File: config.mk
export PLATFORM = sky130hd
export DESIGN_NAME = coad_decode
export DESIGN_NICKNAME = d
export VERILOG_FILES = /design/src/hw/coad_decode.v
export VERILOG_INCLUDE_DIRS = /design/src /design/src/hw
export SDC_FILE = /design/constraint.sdc
export NUM_CORES = 1
export LEC_CHECK = 0
export CAP_MARGIN = 15
export CORE_MARGIN = 4
export CORE_UTILIZATION = 70
export DETAILED_ROUTE_END_ITERATION = 12
export DONT_BUFFER_PORTS = 1
export PLACE_DENSITY = 0.86
export SYNTH_ARGS = -nofsm -noshare
export SYNTH_HDL_FRONTEND = slang
export SYNTH_SLANG_ARGS = --single-unit
File: constraint.sdc
create_clock -name clock -period 8.8 [get_ports clock]
set_input_delay 1.32 -clock clock [delete_from_list [all_inputs] [get_ports clock]]
set_output_delay 1.32 -clock clock [all_outputs]
set_load 0.01 [all_outputs]
File: src/hw/coad_consts.vh
`ifndef COAD_CONSTS_VH
`define COAD_CONSTS_VH

// Addressing mode codes on mode_sel
`define COAD_MODE_W          4
`define COAD_M_INHERENT      4'h0
`define COAD_M_IMMEDIATE     4'h1
`define COAD_M_DIR_SHORT     4'h2
`define COAD_M_DIR_LONG      4'h3
`define COAD_M_IDX_NONE      4'h4
`define COAD_M_IDX_SHORT     4'h5
`define COAD_M_IDX_LONG      4'h6
`define COAD_M_IND_SHORT     4'h7
`define COAD_M_IND_LONG      4'h8
`define COAD_M_INDX_SHORT    4'h9
`define COAD_M_INDX_LONG     4'ha
`define COAD_M_REL_DIRECT    4'hb
`define COAD_M_REL_INDIRECT  4'hc

// Instruction set size and grouping
`define COAD_INSTR_COUNT     7'h3f
`define COAD_GROUP_COUNT     4'hd
`define COAD_GROUP_W         4

// Instruction groups
`define COAD_G_LOAD          4'h0
`define COAD_G_STACK         4'h1
`define COAD_G_INCDEC        4'h2
`define COAD_G_COMPARE       4'h3
`define COAD_G_LOGIC         4'h4
`define COAD_G_BIT           4'h5
`define COAD_G_BIT_BRANCH    4'h6
`define COAD_G_ARITH         4'h7
`define COAD_G_SHIFT         4'h8
`define COAD_G_JUMP          4'h9
`define COAD_G_COND_BRANCH   4'ha
`define COAD_G_INTERRUPT     4'hb
`define COAD_G_FLAGS         4'hc

`endif

File: src/hw/coad_decode.v
// Function
// - An immediate instruction is the opcode plus one byte used directly as the operand.
// - Short direct fetches one address byte and reaches only 00 to FF.
// - Long direct fetches a two-byte address word and reaches the full 64 Kbyte space.
// - Indexed addresses are the unsigned sum of index X or Y and the instruction offset.
// - Indexed with no offset fetches no byte and uses the index alone, 00 to FF.
// - Short indexed adds a one-byte offset to the index, reaching up to 1FE.
// - Long indexed adds a two-byte offset word to the index over the 64 Kbyte space.
// - Indirect modes read a pointer at the address after the opcode, then the operand.
// - Short indirect reads a one-byte pointer from a one-byte address, reaching 00 to FF.
// - Long indirect and long indirect indexed read a two-byte pointer via a one-byte address.
// - Indirect indexed addresses are the unsigned sum of index and pointer from memory.
// - Short indirect indexed uses a byte pointer so the result reaches at most 1FE.
// - Relative mode changes the program counter by an 8-bit signed offset.
// - Relative direct takes the offset after the opcode; relative indirect reads it from memory.
// - The decoder covers 63 instructions in 13 functional groups.
`timescale 1ns/100ps
`include "coad_consts.vh"

module coad_decode (
    input  wire        clock,
    input  wire        rst,
    input  wire        start,
    input  wire [3:0]  mode_sel,
    input  wire        use_y,
    input  wire [3:0]  instr_group,
    input  wire [7:0]  index_x,
    input  wire [7:0]  index_y,
    input  wire [15:0] pc_in,
    output reg  [15:0] mem_addr_ff,
    output reg         mem_rd_ff,
    input  wire        mem_ack,
    input  wire [7:0]  mem_rdata,
    output reg  [2:0]  oper_len_ff,
    output reg  [15:0] ea_ff,
    output reg  [7:0]  imm_ff,
    output reg         imm_valid_ff,
    output reg         pc_valid_ff,
    output reg  [15:0] new_pc_ff,
    output reg         done_ff,
    output reg         busy_ff,
    output reg         group_err_ff
);

////////////////////////////////////////////////////////////////////////////////
localparam ST_IDLE = 3'h0;
localparam ST_OP1  = 3'h1;
localparam ST_OP2  = 3'h2;
localparam ST_PTR1 = 3'h3;
localparam ST_PTR2 = 3'h4;
localparam ST_REL  = 3'h5;
localparam ST_DONE = 3'h6;

reg [2:0]  state_ff;
reg [2:0]  nxt_state;
reg [3:0]  mode_ff;
reg [7:0]  index_ff;
reg [15:0] fetch_pc_ff;
reg [15:0] base_pc_ff;
reg [7:0]  byte1_ff;
reg [7:0]  ptr_hi_ff;

reg [15:0] nxt_mem_addr;
reg        nxt_mem_rd;
reg [2:0]  nxt_oper_len;
reg [15:0] nxt_ea;
reg [7:0]  nxt_imm;
reg        nxt_imm_valid;
reg        nxt_pc_valid;
reg [15:0] nxt_new_pc;
reg        nxt_done;
reg [3:0]  nxt_mode;
reg [7:0]  nxt_index;
reg [15:0] nxt_fetch_pc;
reg [15:0] nxt_base_pc;
reg [7:0]  nxt_byte1;
reg [7:0]  nxt_ptr_hi;

wire [15:0] pc_next = fetch_pc_ff + 16'h0001;
// Index zero-extended; unsigned addition never wraps below 1FE for byte operands
wire [15:0] idx_w   = {8'h00, index_ff};
// Relative base is the address after the last instruction byte
wire [15:0] rel_sum = base_pc_ff + {{8{mem_rdata[7]}}, mem_rdata};

////////////////////////////////////////////////////////////////////////////////
// Operand byte count after the opcode for each mode
function [2:0] coad_len;
    input [3:0] m;
    begin
        case (m)
            `COAD_M_IMMEDIATE:    coad_len = 3'h1;
            `COAD_M_DIR_SHORT:    coad_len = 3'h1;
            `COAD_M_DIR_LONG:     coad_len = 3'h2;
            `COAD_M_IDX_SHORT:    coad_len = 3'h1;
            `COAD_M_IDX_LONG:     coad_len = 3'h2;
            `COAD_M_IND_SHORT:    coad_len = 3'h1;
            `COAD_M_IND_LONG:     coad_len = 3'h1;
            `COAD_M_INDX_SHORT:   coad_len = 3'h1;
            `COAD_M_INDX_LONG:    coad_len = 3'h1;
            `COAD_M_REL_DIRECT:   coad_len = 3'h1;
            `COAD_M_REL_INDIRECT: coad_len = 3'h1;
            // Unused codes behave as one-byte instructions with no operand
            default:              coad_len = 3'h0;
        endcase
    end
endfunction

////////////////////////////////////////////////////////////////////////////////
always @* begin
    nxt_state     = state_ff;
    nxt_mem_addr  = mem_addr_ff;
    nxt_mem_rd    = mem_rd_ff;
    nxt_oper_len  = oper_len_ff;
    nxt_ea        = ea_ff;
    nxt_imm       = imm_ff;
    nxt_imm_valid = imm_valid_ff;
    nxt_pc_valid  = pc_valid_ff;
    nxt_new_pc    = new_pc_ff;
    nxt_done      = 1'b0;
    nxt_mode      = mode_ff;
    nxt_index     = index_ff;
    nxt_fetch_pc  = fetch_pc_ff;
    nxt_base_pc   = base_pc_ff;
    nxt_byte1     = byte1_ff;
    nxt_ptr_hi    = ptr_hi_ff;
    case (state_ff)
        ST_IDLE: begin
            // The done cycle is already idle, so a start there is taken too
            if (start) begin
                nxt_mode      = mode_sel;
                nxt_index     = use_y ? index_y : index_x;
                nxt_oper_len  = coad_len(mode_sel);
                nxt_imm_valid = 1'b0;
                nxt_pc_valid  = 1'b0;
                nxt_fetch_pc  = pc_in + 16'h0001;
                nxt_base_pc   = pc_in + 16'h0001 + {13'h0000, coad_len(mode_sel)};
                if (mode_sel == `COAD_M_IDX_NONE) begin
                    nxt_ea    = {8'h00, use_y ? index_y : index_x};
                    nxt_state = ST_DONE;
                end else if (coad_len(mode_sel) == 3'h0) begin
                    nxt_ea    = 16'h0000;
                    nxt_state = ST_DONE;
                end else begin
                    nxt_mem_addr = pc_in + 16'h0001;
                    nxt_mem_rd   = 1'b1;
                    nxt_state    = ST_OP1;
                end
            end
        end
        ST_OP1: begin
            if (mem_ack) begin
                nxt_byte1 = mem_rdata;
                case (mode_ff)
                    `COAD_M_IMMEDIATE: begin
                        nxt_imm       = mem_rdata;
                        nxt_imm_valid = 1'b1;
                        nxt_mem_rd    = 1'b0;
                        nxt_state     = ST_DONE;
                    end
                    `COAD_M_DIR_SHORT: begin
                        nxt_ea     = {8'h00, mem_rdata};
                        nxt_mem_rd = 1'b0;
                        nxt_state  = ST_DONE;
                    end
                    `COAD_M_IDX_SHORT: begin
                        nxt_ea     = idx_w + {8'h00, mem_rdata};
                        nxt_mem_rd = 1'b0;
                        nxt_state  = ST_DONE;
                    end
                    `COAD_M_DIR_LONG, `COAD_M_IDX_LONG: begin
                        nxt_mem_addr = pc_next;
                        nxt_fetch_pc = pc_next;
                        nxt_state    = ST_OP2;
                    end
                    `COAD_M_REL_DIRECT: begin
                        nxt_new_pc   = rel_sum;
                        nxt_pc_valid = 1'b1;
                        nxt_mem_rd   = 1'b0;
                        nxt_state    = ST_DONE;
                    end
                    `COAD_M_REL_INDIRECT: begin
                        nxt_mem_addr = {8'h00, mem_rdata};
                        nxt_state    = ST_REL;
                    end
                    default: begin
                        // Pointer address is always one byte in page zero
                        nxt_mem_addr = {8'h00, mem_rdata};
                        nxt_state    = ST_PTR1;
                    end
                endcase
            end
        end
        ST_OP2: begin
            if (mem_ack) begin
                nxt_mem_rd = 1'b0;
                nxt_state  = ST_DONE;
                // High byte comes first in the word
                if (mode_ff == `COAD_M_IDX_LONG)
                    nxt_ea = {byte1_ff, mem_rdata} + idx_w;
                else
                    nxt_ea = {byte1_ff, mem_rdata};
            end
        end
        ST_PTR1: begin
            if (mem_ack) begin
                case (mode_ff)
                    `COAD_M_IND_SHORT: begin
                        nxt_ea     = {8'h00, mem_rdata};
                        nxt_mem_rd = 1'b0;
                        nxt_state  = ST_DONE;
                    end
                    `COAD_M_INDX_SHORT: begin
                        nxt_ea     = {8'h00, mem_rdata} + idx_w;
                        nxt_mem_rd = 1'b0;
                        nxt_state  = ST_DONE;
                    end
                    default: begin
                        // Pointer byte address wraps within page zero
                        nxt_ptr_hi   = mem_rdata;
                        nxt_mem_addr = {8'h00, byte1_ff + 8'h01};
                        nxt_state    = ST_PTR2;
                    end
                endcase
            end
        end
        ST_PTR2: begin
            if (mem_ack) begin
                nxt_mem_rd = 1'b0;
                nxt_state  = ST_DONE;
                if (mode_ff == `COAD_M_INDX_LONG)
                    nxt_ea = {ptr_hi_ff, mem_rdata} + idx_w;
                else
                    nxt_ea = {ptr_hi_ff, mem_rdata};
            end
        end
        // Offset byte read from page zero, then added like the direct form
        ST_REL: begin
            if (mem_ack) begin
                nxt_new_pc   = rel_sum;
                nxt_pc_valid = 1'b1;
                nxt_mem_rd   = 1'b0;
                nxt_state    = ST_DONE;
            end
        end
        ST_DONE: begin
            nxt_done  = 1'b1;
            nxt_state = ST_IDLE;
        end
        default: begin
            nxt_mem_rd = 1'b0;
            nxt_state  = ST_IDLE;
        end
    endcase
end

////////////////////////////////////////////////////////////////////////////////
always @(posedge clock or posedge rst) begin
    if (rst) begin
        state_ff     <= ST_IDLE;
        mem_addr_ff  <= 16'h0000;
        mem_rd_ff    <= 1'b0;
        oper_len_ff  <= 3'h0;
        ea_ff        <= 16'h0000;
        imm_ff       <= 8'h00;
        imm_valid_ff <= 1'b0;
        pc_valid_ff  <= 1'b0;
        new_pc_ff    <= 16'h0000;
        done_ff      <= 1'b0;
        busy_ff      <= 1'b0;
        group_err_ff <= 1'b0;
        mode_ff      <= 4'h0;
        index_ff     <= 8'h00;
        fetch_pc_ff  <= 16'h0000;
        base_pc_ff   <= 16'h0000;
        byte1_ff     <= 8'h00;
        ptr_hi_ff    <= 8'h00;
    end else begin
        state_ff     <= nxt_state;
        mem_addr_ff  <= nxt_mem_addr;
        mem_rd_ff    <= nxt_mem_rd;
        oper_len_ff  <= nxt_oper_len;
        ea_ff        <= nxt_ea;
        imm_ff       <= nxt_imm;
        imm_valid_ff <= nxt_imm_valid;
        pc_valid_ff  <= nxt_pc_valid;
        new_pc_ff    <= nxt_new_pc;
        done_ff      <= nxt_done;
        // Busy mirrors the state, so low busy means a start will be taken
        busy_ff      <= (nxt_state != ST_IDLE);
        mode_ff      <= nxt_mode;
        index_ff     <= nxt_index;
        fetch_pc_ff  <= nxt_fetch_pc;
        base_pc_ff   <= nxt_base_pc;
        byte1_ff     <= nxt_byte1;
        ptr_hi_ff    <= nxt_ptr_hi;
        // Only 13 groups exist; codes above flag the request as bad
        if (start && state_ff == ST_IDLE)
            group_err_ff <= (instr_group >= `COAD_GROUP_COUNT);
    end
end

endmodule // coad_decode

==> results.md <==
- Top cell type by total area after synthesis: dfrtp_1
- Final setup fails: 0
- Period utilisation layout: 38.27%
- Post-synthesis mux area share: 4.740%
- Post-synthesis simple-gate area fraction: 20.06%
- Tot GR Track Use: around 34%
- CTS root buf: clkbuf_16
- Worst Max-Slew Pin Slew: around 0.9 ns
- Pre-antenna DRT Iters: 5
- Final Max Slew Viols: 0
- Worst-Skew Late Latency: 0.43 ns
- XOR/XNOR Fraction of Synth Area: under 10%
- Fraction of layout cells with a size suffix above 1: under 10%
- I/O Pins: 118
- RD Place Congestion: 0.9167
- Setup CP Type: in -> reg
- Post-CTS resize count: 0
- Synth Net Count: slightly above 1,000
- Final nets: 1,014
- Share of the synthesized area in the top cell type: around two fifths
- Final wirelength: about 22 mm
- Syn Inst Count: 948
- Synth cell count leaders: nand2_1 (138), dfrtp_1 (127), nor2_1 (70), o21ai_0 (70), a21oi_1 (57)
- Drt drc: 0
- Die Footprint: between 10,000 and 15,000 um^2
- PortBufs: 0
- CTS tree: yes
- Relative slew margins: roughly 38%
- # diodes: 0
- Fillers: around 780
- Avg Cell Area, Syn: 8.716 um^2
- Max Fclk: 296.9 MHz
- Power, Total: around 3200 uW
- Num rows: 39
- Yosys reg bits: ~130
- Distinct cells, synth: between 70 and 80
- RSZ-0062 raised after global routing: false
- Status: finished clean
- Critical Path End Type: flop
- Most common cell in the netlist: nand2_1
- Main combinational cell family by area after synthesis: simple AND/OR/NAND/NOR gates
- Setup bufs post-CTS: 0
- Htree depth: 4
- Final core utilization: around four fifths
- Initial drt markers: 748
- Met2 wire len: 10.73 mm
- Die width: about 120 um
- Adder-Cell Fraction of Synth Area: about 5.4%
- Clk buf depth: 2
- Worst hold path type: reg -> reg
- Initial Util: roughly 72%
- P_leak: around 0.0038 uW
- CP arrival: 3.69 ns
- Clock transition at path regs: ~0.06 ns
- DR WL/cell: about 20 um
- Required @ worst endpoint: around 9.1 ns
- HPWL after DPL: about 16 mm
- Largest net degree at the start of global routing: between 60 and 70
- Warnings, synthesis: 0
- Highest metal used: met4
- Final number of hold-violating endpoints: 0
- Post-CTS Hold Fix Bufs: 0
- Seq/Total Area, Yosys: 38.46%
- Compound-cell area share of the yosys netlist: 19.50%
- Largest cells by area after synthesis: dfrtp_1 (38%), nand2_1 (6.3%), xnor2_1 (4.9%)
- Post-Route Skew: about 0.0063 ns
- Total CTS buffers: 17
- Post-route antenna net violation count: 0
- Routed via count: about 7,200
- Vias in the first global route: 7,341
- Metal1 wirelength: around 9 mm
- First-pass GRT wire length: around 36 mm
- Number of flops mapped to enable cells by yosys: 0
- Clk sinks: between 100 and 150
- Pwr Density: ~350 nW/um^2
- GR Overflow Total: 0
- CORE AREA: around 11,000 um^2
- Max Cap Viol: 0
- Post-synth ARST share: 100.0%
- Area Overhead vs Synth: 8.389%
- Die Span Y: 116.6 um
- Synth Flop Type: dfrtp_1
- Wire length on met3: 2.019 mm
- Startpoint Class: input pin
- Initial antenna violation count: 0
- Period minus WS final: approximately 3.4 ns
- Final TNS setup: 0 ns
- Mapped Area: 8263 um^2
- Via-per-instance ratio: 6.690
- Maximum vdd ir drop: roughly 0.30 mV
- CP Max Fanout: 32
==> metrics by stage <==
stage                     worst slack (ns)  instances  instance area [um^2]  hold slack, ns
after floorplan                      4.096        948                  8263          0.4498
after global placement               5.131       1050                  8303          0.4675
after detailed placement             5.090       1051                  8310          0.4752
after CTS                            5.492       1083                  8956          0.4869
after global routing                 5.284       1083                  8956          0.4956
final                                5.432       1083                  8956          0.4840
==> cells by family (layout without fill, tap and decap cells) <==
logic type / Yosys count / in the layout
multiplexers: 36 / 36
buffers and inverters: 72 / 64
adder cells (fa/ha/maj): 34 / 34
XOR/XNOR: 78 / 78
other: 1 / 1
AO/OA/AOI/OAI: 253 / 253
AND/OR/NAND/NOR: 347 / 347
flip-flops: 127 / 127
==> layout by cell type, fill, tap and decap left out, types with 7 or more instances in the layout <==
master	Yosys	layout
a21o_1	7	7
and3_1	8	8
inv_1	24	23
o211ai_1	10	10
or3_1	9	9
a211oi_1	8	8
nand2_1	138	138
clkbuf_16	0	17
o21a_1	16	16
nor3_1	19	19
dfrtp_1	127	127
o22ai_1	7	7
buf_4	1	8
xor2_1	32	32
nor2b_1	11	11
o221ai_1	14	14
xnor2_1	46	46
mux2i_1	11	11
a31oi_1	8	8
nand2b_1	9	9
a22oi_1	14	14
nand3_1	31	31
o21ai_0	70	70
mux2_2	25	25
ha_1	31	31
a21oi_1	57	57
nand4_1	13	13
nor2_1	70	70
==> report_power, final <==
| part | internal, uW | switching, uW | total, uW |
|---|---|---|---|
| sequential | 840 | 333 | 1170 |
| combinational | 519 | 713 | 1230 |
| clock | 514 | 257 | 770 |
==> path summary, 6_finish.rpt <==
| check | from | endpoint | slack [ns] | depth (start not counted) |
|---|---|---|---|---|
| worst max-delay path | mode_sel[0] | mem_addr_ff[9]$_DFFE_PP0P_ | 5.43 | 9 |
| worst min-delay path | base_pc_ff[11]$_DFFE_PP0P_ | base_pc_ff[11]$_DFFE_PP0P_ | 0.48 | 2 |
| worst max register to register | state_ff[1]$_DFF_PP0_ | fetch_pc_ff[7]$_DFFE_PP0P_ | 5.95 | 7 |
| worst min register to register | base_pc_ff[11]$_DFFE_PP0P_ | base_pc_ff[11]$_DFFE_PP0P_ | 0.48 | 2 |
| max in group asynchronous | rst | base_pc_ff[7]$_DFFE_PP0P_ | 6.58 | 2 |
| min in group asynchronous | rst | ea_ff[2]$_DFFE_PP0P_ | 0.92 | 1 |
==> flip-flops by register name, indices dropped and copies added (netlist names), 2 cells and up <==
name	flops
mode_ff	4
ea_ff	16
fetch_pc_ff	16
index_ff	8
ptr_hi_ff	8
base_pc_ff	16
byte1_ff	8
state_ff	3
mem_addr_ff	16
new_pc_ff	16
imm_ff	8
oper_len_ff	2
==> final cells by class <==
| type | count | area [um^2] | area share [%] |
|---|---|---|---|
| clock buffer | 20 | 456.7 | 5.099 |
| clock inverter | 12 | 188.9 | 2.110 |
| inverter | 24 | 92.59 | 1.034 |
| multi-input combinational | 749 | 4801 | 53.60 |
| sequential | 127 | 3178 | 35.48 |
| tap | 143 | 178.9 | 1.998 |
| timing repair buffer | 8 | 60.06 | 0.6706 |
==> layer usage <==
metal / vias to the layer above / track usage [%]
met2: 342 / 55.45
met5: - / 0
met3: 68 / 10.78
met4: 0 / 14.07
met1: 3473 / 40.94
li1: 3362 / -
==> critical path: stages <==
cell and delay (ns):
inv_1 0.07, ha_1 0.15, mux2i_1 0.06, nor2_1 0.49
o21ai_0 0.33, a21oi_1 0.20, o221a_2 0.61, o221ai_1 0.27
o21a_1 0.17
No activity file was read; power rests on OpenSTA's default activity.
